<file path="config.mk">
export PLATFORM = sky130hd
export DESIGN_NAME = rsd_strobe_dev_flat
export DESIGN_NICKNAME = d
export VERILOG_FILES = /design/src/inc/rsd_pkg.sv /design/src/inc/rsd_link_if.sv /design/src/rtl/rsd_strobe_dev.sv /design/src/flat_wrapper.sv
export SDC_FILE = /design/constraint.sdc
export NUM_CORES = 1
export LEC_CHECK = 0
export BUFFER_PORTS_ARGS = -buffer_cell sky130_fd_sc_hd__buf_2
export CORE_ASPECT_RATIO = 1.5
export CORE_MARGIN = 5
export CORE_UTILIZATION = 55
export DETAILED_ROUTE_END_ITERATION = 12
export MAX_ROUTING_LAYER = met4
export PLACE_DENSITY_LB_ADDON = 0.05
export SLEW_MARGIN = 30
export SYNTH_ARGS = -nofsm -noshare
export SYNTH_HDL_FRONTEND = slang
export SYNTH_SLANG_ARGS = --single-unit
</file>
<file path="constraint.sdc">
create_clock -name pclk -period 3.3 [get_ports pclk]
set_clock_uncertainty 0.15 [all_clocks]
set_input_delay 0.33 -clock pclk [delete_from_list [all_inputs] [get_ports pclk]]
set_output_delay 0.33 -clock pclk [all_outputs]
set_load 0.05 [all_outputs]
</file>
<file path="src/inc/rsd_pkg.sv">
package rsd_pkg;
    // ----------------------------------------
    // Timing
    // ----------------------------------------
    localparam int CLK_NS = 20;
    localparam int DEAD_UNIT_NS = 1000;
    localparam int DEAD_UNIT_CYC = (DEAD_UNIT_NS + CLK_NS - 1) / CLK_NS;
    localparam int TRANS_NS = 10000;
    localparam int TRANS_CYC = (TRANS_NS + CLK_NS - 1) / CLK_NS;
    // ----------------------------------------
    // Device register indices (byte address = index * 4)
    // ----------------------------------------
    localparam logic [7:0] IDX_ILIM = 8'h02;
    localparam logic [7:0] IDX_C1A = 8'h03;
    localparam logic [7:0] IDX_C1B = 8'h04;
    localparam logic [7:0] IDX_C2A = 8'h05;
    localparam logic [7:0] IDX_C2B = 8'h06;
    localparam logic [7:0] IDX_C3A = 8'h07;
    localparam logic [7:0] IDX_C3B = 8'h08;
    localparam logic [7:0] IDX_DEAD = 8'h0e;
    localparam logic [7:0] IDX_OLV = 8'h18;
    localparam logic [7:0] IDX_STAT = 8'h1f;
    // ----------------------------------------
    // Fields and reset values
    // ----------------------------------------
    localparam int ILIM_LVL_W = 5;
    localparam int ILIM_EN_LSB = 5;
    localparam int CUR_W = 10;
    localparam int CUR_HI_W = 2;
    localparam int OLV_W = 4;
    localparam logic [7:0] OLV_MAX = 8'h0f;
    localparam logic [7:0] RST_ILIM = 8'h00;
    localparam logic [7:0] RST_CUR = 8'h00;
    localparam logic [7:0] RST_DEAD = 8'h01;
    localparam logic [7:0] RST_OLV = 8'h00;
    // ----------------------------------------
    // Color codes on the select pins
    // ----------------------------------------
    localparam logic [1:0] SEL_OFF = 2'h0;
    localparam logic [1:0] SEL_CH1 = 2'h1;
    localparam logic [1:0] SEL_CH2 = 2'h2;
    localparam logic [1:0] SEL_CH3 = 2'h3;
    // ----------------------------------------
    // Controller register indices and fields
    // ----------------------------------------
    localparam logic [7:0] HIDX_COLOR = 8'h00;
    localparam logic [7:0] HIDX_CTRL = 8'h01;
    localparam logic [7:0] HIDX_STAT = 8'h02;
    localparam int CTRL_ROT_BIT = 0;
    localparam int CTRL_HSP_BIT = 1;
    localparam int CTRL_PER_LSB = 8;
    localparam int STAT_REF_BIT = 2;
    localparam logic [15:0] RST_PERIOD = 16'h0010;

    typedef enum logic [0:0] {
        ST_STEADY = 1'b0,
        ST_BREAK = 1'b1
    } rsd_state_t;
endpackage

</file>
<file path="src/inc/rsd_link_if.sv">
`timescale 1ns/1ps
interface rsd_link_if;
    logic [1:0] color_select_pins; // Rotating color code
    // Strobe decoder listens
    modport dev (input color_select_pins);
    // Display controller drives
    modport ctl (output color_select_pins);
endinterface

</file>
<file path="src/rtl/rsd_strobe_dev.sv">
// Implementation choice: the APB register port.
`timescale 1ns/1ps
// How it works
// - Code picks one switch; 00 opens all
// - Code picks that channel's 10-bit setpoint
// - Setpoint code drives current DAC unchanged
// - Controller rotates red, green, blue, red
// - Open old switch before closing new
// - Dead time comes from dead-time register
// - Unchanged selection keeps its switch closed
// - Open-loop control during whole dead time
// - Open-loop control when all setpoints zero
// - Open-loop voltage code 3 V..18 V
// - Transient limit level from register 0x02
// - Per-switch enables pick transient limiting
// - Software sets limit 20% above regulation
// - Green must go to blue, never red
// - Software keeps setpoints at least 5%
module rsd_strobe_dev #(
    parameter int PADDR_W = 12
) (
    input wire logic pclk,
    input wire logic presetn,
    rsd_link_if.dev link,
    input wire logic psel,
    input wire logic penable,
    input wire logic pwrite,
    input wire logic [PADDR_W-1:0] paddr,
    input wire logic [31:0] pwdata,
    output logic [31:0] prdata,
    output logic pready,
    output logic pslverr,
    output logic [2:0] switch_gate,
    output logic [rsd_pkg::CUR_W-1:0] current_setpoint_dac,
    output logic open_loop_en,
    output logic [rsd_pkg::OLV_W-1:0] open_loop_volt_code,
    output logic transient_limit_active,
    output logic [rsd_pkg::ILIM_LVL_W-1:0] transient_limit_level
);
    import rsd_pkg::*;

    // ----------------------------------------
    // Parameter check
    // ----------------------------------------
    generate
        if (PADDR_W < 10) begin : g_bad_addr
            $error("PADDR_W must be at least 10");
        end
    endgenerate

    // ----------------------------------------
    // Register bus slave
    // ----------------------------------------
    logic [7:0] ilim_ff, c1a_ff, c1b_ff, c2a_ff, c2b_ff;
    logic [7:0] c3a_ff, c3b_ff, dead_ff, olv_ff;
    logic [31:0] prdata_ff;
    logic pready_ff; // High in first access cycle
    logic pslverr_ff;
    logic [31:0] nxt_prdata;

    // Word index; bits above the map must be zero
    wire [7:0] idx = paddr[9:2];
    wire in_map = (paddr >> 10) == '0;
    wire hit_ilim = in_map && idx == IDX_ILIM;
    wire hit_c1a = in_map && idx == IDX_C1A;
    wire hit_c1b = in_map && idx == IDX_C1B;
    wire hit_c2a = in_map && idx == IDX_C2A;
    wire hit_c2b = in_map && idx == IDX_C2B;
    wire hit_c3a = in_map && idx == IDX_C3A;
    wire hit_c3b = in_map && idx == IDX_C3B;
    wire hit_dead = in_map && idx == IDX_DEAD;
    wire hit_olv = in_map && idx == IDX_OLV;
    wire hit_stat = in_map && idx == IDX_STAT;
    wire hit_any = hit_ilim | hit_c1a | hit_c1b | hit_c2a | hit_c2b
        | hit_c3a | hit_c3b | hit_dead | hit_olv | hit_stat;
    wire setup = psel && !penable;
    // Write lands only at the completing access edge
    wire wr_fire = psel && penable && pwrite && pready_ff;

    // Setpoint codes assembled from the register pairs
    wire [CUR_W-1:0] cur1 = {c1b_ff[CUR_HI_W-1:0], c1a_ff};
    wire [CUR_W-1:0] cur2 = {c2b_ff[CUR_HI_W-1:0], c2a_ff};
    wire [CUR_W-1:0] cur3 = {c3b_ff[CUR_HI_W-1:0], c3a_ff};

    rsd_state_t state_ff, nxt_state;
    logic [1:0] active_ff, nxt_active; // Code whose switch is closed
    logic [2:0] gate_ff, nxt_gate;
    logic open_loop_ff, tla_ff;
    wire [31:0] stat_word = {24'h0, active_ff, gate_ff, state_ff,
        open_loop_ff, tla_ff};

    // Read mux, captured in the setup cycle
    assign nxt_prdata = hit_ilim ? {24'h0, ilim_ff} :
        hit_c1a ? {24'h0, c1a_ff} :
        hit_c1b ? {24'h0, c1b_ff} :
        hit_c2a ? {24'h0, c2a_ff} :
        hit_c2b ? {24'h0, c2b_ff} :
        hit_c3a ? {24'h0, c3a_ff} :
        hit_c3b ? {24'h0, c3b_ff} :
        hit_dead ? {24'h0, dead_ff} :
        hit_olv ? {24'h0, olv_ff} :
        hit_stat ? stat_word : 32'h0;

    // Answer one cycle after setup; unmapped gives an error
    always_ff @(posedge pclk or negedge presetn) begin
        if (!presetn) begin
            prdata_ff <= 32'h0;
            pready_ff <= 1'b0;
            pslverr_ff <= 1'b0;
        end else begin
            if (setup) begin
                prdata_ff <= pwrite ? 32'h0 : nxt_prdata;
            end
            pready_ff <= setup;
            pslverr_ff <= setup && !hit_any;
        end
    end

    // Register writes; status is read-only
    always_ff @(posedge pclk or negedge presetn) begin
        if (!presetn) begin
            ilim_ff <= RST_ILIM;
            c1a_ff <= RST_CUR;
            c1b_ff <= RST_CUR;
            c2a_ff <= RST_CUR;
            c2b_ff <= RST_CUR;
            c3a_ff <= RST_CUR;
            c3b_ff <= RST_CUR;
            dead_ff <= RST_DEAD;
            olv_ff <= RST_OLV;
        end else if (wr_fire) begin
            if (hit_ilim) ilim_ff <= pwdata[7:0];
            if (hit_c1a) c1a_ff <= pwdata[7:0];
            if (hit_c1b) c1b_ff <= pwdata[7:0];
            if (hit_c2a) c2a_ff <= pwdata[7:0];
            if (hit_c2b) c2b_ff <= pwdata[7:0];
            if (hit_c3a) c3a_ff <= pwdata[7:0];
            if (hit_c3b) c3b_ff <= pwdata[7:0];
            if (hit_dead) dead_ff <= pwdata[7:0];
            if (hit_olv) olv_ff <= pwdata[7:0];
        end
    end

    // ----------------------------------------
    // Strobe sequencer
    // ----------------------------------------
    logic [1:0] target_ff, nxt_target;
    logic [7:0] pre_ff, nxt_pre; // Cycles within one dead-time unit
    logic [7:0] unit_ff, nxt_unit; // Elapsed dead-time units
    logic [12:0] trans_ff, nxt_trans; // Transient window left
    logic [CUR_W-1:0] dac_ff, nxt_dac;

    wire [1:0] sel_in = link.color_select_pins;
    // One-hot switch for a code, none for 00
    wire [2:0] want_gate = (target_ff == SEL_OFF) ? 3'b000 :
        3'(3'b001 << (target_ff - 2'd1));
    // Setpoint for a code; 00 selects none
    wire [CUR_W-1:0] sp_target = (target_ff == SEL_CH1) ? cur1 :
        (target_ff == SEL_CH2) ? cur2 :
        (target_ff == SEL_CH3) ? cur3 : '0;
    wire [CUR_W-1:0] sp_active = (active_ff == SEL_CH1) ? cur1 :
        (active_ff == SEL_CH2) ? cur2 :
        (active_ff == SEL_CH3) ? cur3 : '0;
    wire all_zero = cur1 == '0 && cur2 == '0 && cur3 == '0;
    wire unit_tick = pre_ff == 8'(DEAD_UNIT_CYC - 1);
    // A zero dead-time register still leaves one open cycle
    wire dead_done = unit_ff >= dead_ff;
    wire lim_en = |(want_gate & ilim_ff[ILIM_EN_LSB +: 3]);

    // Next-state logic of the sequencer
    always_comb begin
        nxt_state = state_ff;
        nxt_active = active_ff;
        nxt_target = target_ff;
        nxt_gate = gate_ff;
        nxt_pre = '0;
        nxt_unit = '0;
        nxt_dac = dac_ff;
        nxt_trans = (trans_ff != '0) ? trans_ff - 13'd1 : '0;
        case (state_ff)
            ST_STEADY: begin
                if (sel_in == active_ff) begin
                    // Same selection: switch stays closed
                    nxt_dac = sp_active;
                end else if (sel_in == SEL_OFF) begin
                    // Nothing to make; just break
                    nxt_gate = 3'b000;
                    nxt_active = SEL_OFF;
                    nxt_dac = '0;
                end else begin
                    // Break first, make after dead time
                    nxt_gate = 3'b000;
                    nxt_active = SEL_OFF;
                    nxt_target = sel_in;
                    nxt_dac = '0;
                    nxt_state = ST_BREAK;
                end
            end
            ST_BREAK: begin
                if (sel_in == SEL_OFF) begin
                    // Code dropped to off mid-gap: abort
                    nxt_target = SEL_OFF;
                    nxt_state = ST_STEADY;
                end else if (sel_in != target_ff) begin
                    // Retarget, keep the elapsed gap
                    nxt_target = sel_in;
                    nxt_pre = pre_ff;
                    nxt_unit = unit_ff;
                end else if (dead_done) begin
                    // Make the new switch and load its setpoint
                    nxt_gate = want_gate;
                    nxt_active = target_ff;
                    nxt_dac = sp_target;
                    nxt_state = ST_STEADY;
                    if (lim_en) begin
                        nxt_trans = 13'(TRANS_CYC);
                    end
                end else begin
                    // Count the programmed dead time
                    nxt_pre = unit_tick ? 8'h0 : pre_ff + 8'h1;
                    nxt_unit = unit_tick ? unit_ff + 8'h1 : unit_ff;
                end
            end
            default: begin
                nxt_state = ST_STEADY;
            end
        endcase
    end

    // Sequencer state and registered outputs
    always_ff @(posedge pclk or negedge presetn) begin
        if (!presetn) begin
            state_ff <= ST_STEADY;
            active_ff <= SEL_OFF;
            target_ff <= SEL_OFF;
            gate_ff <= 3'b000;
            pre_ff <= 8'h0;
            unit_ff <= 8'h0;
            trans_ff <= 13'h0;
            dac_ff <= '0;
            open_loop_ff <= 1'b1;
            tla_ff <= 1'b0;
        end else begin
            state_ff <= nxt_state;
            active_ff <= nxt_active;
            target_ff <= nxt_target;
            gate_ff <= nxt_gate;
            pre_ff <= nxt_pre;
            unit_ff <= nxt_unit;
            trans_ff <= nxt_trans;
            dac_ff <= nxt_dac;
            // No LED path: gap, all setpoints zero, or code 00
            open_loop_ff <= nxt_state == ST_BREAK
                || all_zero
                || nxt_active == SEL_OFF;
            tla_ff <= nxt_trans != '0;
        end
    end

    // Analog-facing settings, registered to keep outputs glitch free
    logic [OLV_W-1:0] olv_code_ff;
    logic [ILIM_LVL_W-1:0] ilim_lvl_ff;
    always_ff @(posedge pclk or negedge presetn) begin
        if (!presetn) begin
            olv_code_ff <= '0;
            ilim_lvl_ff <= '0;
        end else begin
            // Codes above 18 V clamp to 18 V
            olv_code_ff <= (olv_ff > OLV_MAX) ? OLV_W'(OLV_MAX)
                : olv_ff[OLV_W-1:0];
            ilim_lvl_ff <= ilim_ff[ILIM_LVL_W-1:0];
        end
    end

    assign prdata = prdata_ff;
    assign pready = pready_ff;
    assign pslverr = pslverr_ff;
    assign switch_gate = gate_ff;
    assign current_setpoint_dac = dac_ff;
    assign open_loop_en = open_loop_ff;
    assign open_loop_volt_code = olv_code_ff;
    assign transient_limit_active = tla_ff;
    assign transient_limit_level = ilim_lvl_ff;
endmodule

</file>
<file path="src/flat_wrapper.sv">
// flat-port wrapper written by rule: the top's interface ports become plain ports
module rsd_strobe_dev_flat import rsd_pkg::*;
#(
    parameter int PADDR_W = 12
)
  (pclk, presetn, psel, penable, pwrite, paddr, pwdata, prdata, pready, pslverr, switch_gate, current_setpoint_dac, open_loop_en, open_loop_volt_code, transient_limit_active, transient_limit_level, link_color_select_pins);
  rsd_link_if link_i ();
  input wire logic pclk;
  input wire logic presetn;
  input wire logic psel;
  input wire logic penable;
  input wire logic pwrite;
  input wire logic [PADDR_W-1:0] paddr;
  input wire logic [31:0] pwdata;
  output logic [31:0] prdata;
  output logic pready;
  output logic pslverr;
  output logic [2:0] switch_gate;
  output logic [rsd_pkg::CUR_W-1:0] current_setpoint_dac;
  output logic open_loop_en;
  output logic [rsd_pkg::OLV_W-1:0] open_loop_volt_code;
  output logic transient_limit_active;
  output logic [rsd_pkg::ILIM_LVL_W-1:0] transient_limit_level;
  input wire logic [$bits(link_i.color_select_pins)-1:0] link_color_select_pins;
  assign link_i.color_select_pins = link_color_select_pins;
  rsd_strobe_dev #(.PADDR_W(PADDR_W)) u_core (.pclk(pclk), .presetn(presetn), .link(link_i), .psel(psel), .penable(penable), .pwrite(pwrite), .paddr(paddr), .pwdata(pwdata), .prdata(prdata), .pready(pready), .pslverr(pslverr), .switch_gate(switch_gate), .current_setpoint_dac(current_setpoint_dac), .open_loop_en(open_loop_en), .open_loop_volt_code(open_loop_volt_code), .transient_limit_active(transient_limit_active), .transient_limit_level(transient_limit_level));
endmodule
</file>
==> flow_summary.json <==
{
  "die_w_um": 107,
  "die_h_um": 155,
  "power_frac_comb": 0.231,
  "wirelength_um": 20700,
  "clkPwrFrac": 0.383,
  "fin_ws_ns": 0.392,
  "synth_flop_cell": "dfrtp_1",
  "grt.total_usage": 0.266,
  "p_sw_uw": 1790,
  "hold_class": "in2reg",
  "ant_nets": 0,
  "rsz0062_at_grt": "no",
  "cts_tree": "yes",
  "drv_slew": 0,
  "grt_pass1_wl_um": 32800,
  "clock_sinks": 140,
  "clockBufferDepth": 2,
  "fin_setup_tns_ns": 0,
  "finalCriticalPeriod_ns": 2.91,
  "port-buffer-count": 58,
  "synth_seq_area_share": 0.454,
  "cp_max_fo": 8,
  "cts_inserted_buffers": 17,
  "final_nets": 844,
  "ctsHoldBuffers": 1,
  "h-tree-depth": 4,
  "yosysUniqueCellTypes": 66,
  "start_util": 0.555,
  "power.leakage_uw": 0.00406,
  "hold_viol_final": 0,
  "row_count": 53,
  "pre_cts_ws_ns": 0.369,
  "areaGrowthSynthToFinish_pct": 13.0,
  "route.detailed.drc": 0,
  "switching_share": 0.344,
  "r2r_slack_ns": 0.39,
  "cp.required_ns": 3.52,
  "route.vias.total": 6007,
  "dieArea_mm2": 0.0166,
  "post_cts_buffers": 0,
  "netlist_area_mm2": 0.00772,
  "power_density_mw_per_mm2": 598,
  "async_flop_share": 1.00,
  "grt_max_degree": 84,
  "seqPwrFrac": 0.386,
  "clock_latency_ns": 0.42,
  "antenna_cells": 0,
  "wire_per_inst_um": 21.6,
  "core_area_mm2": 0.0139,
  "crit_path_start_kind": "register",
  "slew_headroom": 0.456,
  "drt_iter0_markers": 311,
  "boundaryPins": 109,
  "clock-root-buffer": "clkbuf_16",
  "ctsResizeCount": 0,
  "endpoint_kind": "register",
  "via_per_inst": 6.26,
  "drive_gt1_frac": 0.271,
  "setup-violations-final": 0,
  "synth-edff-count": 0,
  "overflow": 0,
  "crit_type": "reg2reg",
  "tightest_slew_ns": 0.817,
  "ys_warn_count": 0,
  "drtPass1Iterations": 6,
  "p_int_uw": 3430,
  "cap_violations": 0,
  "gp_congestion": 0.914,
  "dp_hpwl_um": 15200,
  "synth-seq-cells": 140,
  "netlist_instances": 730,
  "cp.arrival_ns": 3.13,
  "clk_pin_slew_ns": 0.06,
  "fin_crit_sh": 0.881,
  "num-fill-cells": 1143,
  "status": "complete, no violations",
  "grt_pass1_vias": 6111,
  "antenna_found_initial": 0,
  "synth.avg_cell_area_um2": 10.6,
  "ir_drop_v": 0.000349,
  "max_freq_ghz": 0.344
}
## layout by cell type, fill, tap and decap left out, types with 13 or more instances in the layout
| cell | count |
|---|---|
| mux2i_1 | 19 |
| clkbuf_16 | 17 |
| nor2_1 | 41 |
| o21ai_0 | 31 |
| a211oi_1 | 15 |
| o21a_1 | 15 |
| inv_1 | 18 |
| buf_4 | 14 |
| nand2_1 | 38 |
| o22ai_1 | 26 |
| nand3_1 | 13 |
| conb_1 | 24 |
| a21oi_1 | 23 |
| a22o_1 | 14 |
| mux2_2 | 89 |
| buf_2 | 57 |
| dfrtp_1 | 138 |
## metrics by stage
step / instances / instance area, um2 / util / total power (uW) / hold slack, ns
2_1_floorplan: 753 / 7810 / - / 2900 / -0.116
3_3_place_gp: 926 / 8090 / 0.581 / 3220 / 0.229
3_5_place_dp: 926 / 8090 / 0.581 / 3250 / 0.239
4_1_cts: 959 / 8720 / 0.626 / 5260 / 0.140
5_1_grt: 959 / 8720 / 0.627 / 5440 / 0.144
6_report: 959 / 8720 / 0.627 / 5220 / 0.150
## path summary, 6_finish.rpt
check | start | to | cells past startpoint
setup / recovery | u_core.dead_ff[4] | u_core.open_loop_en | 9
hold / removal | pwdata[0] | u_core.c2b_ff[0] | 2
setup reg to reg | u_core.dead_ff[4] | u_core.open_loop_en | 9
hold reg to reg | u_core.ilim_ff[2] | u_core.transient_limit_level[2] | 0
max in group asynchronous | presetn | u_core.pre_ff[7] | 3
min in group asynchronous | presetn | u_core.trans_ff[8] | 2
## layout make-up
type / count / area [um2] / share of cell area
Inverter: 19 / 71.3 / 0.00817
Multi-Input combinational cell: 529 / 3890 / 0.445
Clock inverter: 14 / 184 / 0.0211
Timing Repair Buffer: 74 / 432 / 0.0495
Tap cell: 165 / 206 / 0.0237
Clock buffer: 18 / 439 / 0.0503
Sequential cell: 140 / 3510 / 0.402
## per-layer routing
metal	share of wire	vias up	GRT usage
li1	-	2759	-
met1	0.40	3004	0.313
met2	0.52	203	0.450
met3	0.048	41	0.0511
met4	0.030	0	0.101
met5	0	-	-
## synthesized netlist by cell type, types with 5 or more instances
cell | n | area, um2
o22ai_1 | 26 | 163
nor3_1 | 9 | 45.0
ha_1 | 12 | 150
nand4_1 | 9 | 56.3
nor2_1 | 41 | 154
a211oi_1 | 15 | 113
buf_4 | 24 | 180
a31oi_1 | 6 | 37.5
or2_2 | 5 | 31.3
nand2_1 | 38 | 143
o21a_1 | 15 | 113
mux2_4 | 8 | 120
a21boi_0 | 6 | 45.0
xor2_1 | 9 | 78.8
o21ai_0 | 31 | 155
nand2b_1 | 12 | 75.1
xnor2_1 | 9 | 78.8
mux2_2 | 89 | 1000
a21oi_1 | 23 | 115
nor2b_1 | 11 | 68.8
inv_1 | 18 | 67.6
clkbuf_1 | 34 | 128
dfrtp_1 | 138 | 3450
or3_1 | 10 | 62.6
nand3_1 | 13 | 65.1
o22a_1 | 5 | 43.8
a22oi_1 | 6 | 45.0
a22o_1 | 14 | 123
nor4_1 | 12 | 75.1
mux2i_1 | 19 | 190
## worst max-delay path, stage by stage, from the launching register on
cell and delay [ns]:
dfrtp_1 0.42, inv_1 0.06, ha_1 0.30, a21o_1 0.16, a2111oi_0 0.38, o21ai_1 0.31, and3_1 0.32, and2_1 0.18
o41ai_1 0.39, buf_4 0.18
## power groups by stage
stage / combinational [uW] / sequential [uW] / clock (uW)
2_1_floorplan: 734 / 2160 / 0
3_3_place_gp: 1180 / 2030 / 0
3_5_place_dp: 1210 / 2040 / 0
4_1_cts: 1210 / 2010 / 2050
5_1_grt: 1300 / 2030 / 2120
6_report: 1210 / 2010 / 2000
## cell families (layout without fill, tap and decap cells)
family          count (synthesis)  after routing  share of synthesized area
fa+ha+maj                      12             12                     0.0194
simple gates                  184            184                      0.127
buf+inv                        84            125                     0.0546
other cells                     1             24                   0.000486
compound gates                175            175                      0.154
xor+xnor                       18             18                     0.0204
mux                           116            116                      0.170
flops                         140            140                      0.454
## registers in the layout, summed over array words and instances (netlist names)
| name | flops |
|---|---|
| u_core.active_ff | 2 |
| u_core.c1a_ff | 8 |
| u_core.c1b_ff | 8 |
| u_core.c2a_ff | 8 |
| u_core.c2b_ff | 8 |
| u_core.c3a_ff | 8 |
| u_core.c3b_ff | 8 |
| u_core.current_setpoint_dac | 10 |
| u_core.dead_ff | 8 |
| u_core.ilim_ff | 8 |
| u_core.olv_ff | 8 |
| u_core.open_loop_en | 1 |
| u_core.open_loop_volt_code | 4 |
| u_core.prdata | 8 |
| u_core.pre_ff | 8 |
| u_core.pready | 1 |
| u_core.pslverr | 1 |
| u_core.state_ff | 1 |
| u_core.switch_gate | 3 |
| u_core.target_ff | 2 |
| u_core.trans_ff | 13 |
| u_core.transient_limit_active | 1 |
| u_core.transient_limit_level | 5 |
| u_core.unit_ff | 8 |
Note: power is estimated with default switching activity, not from simulation.
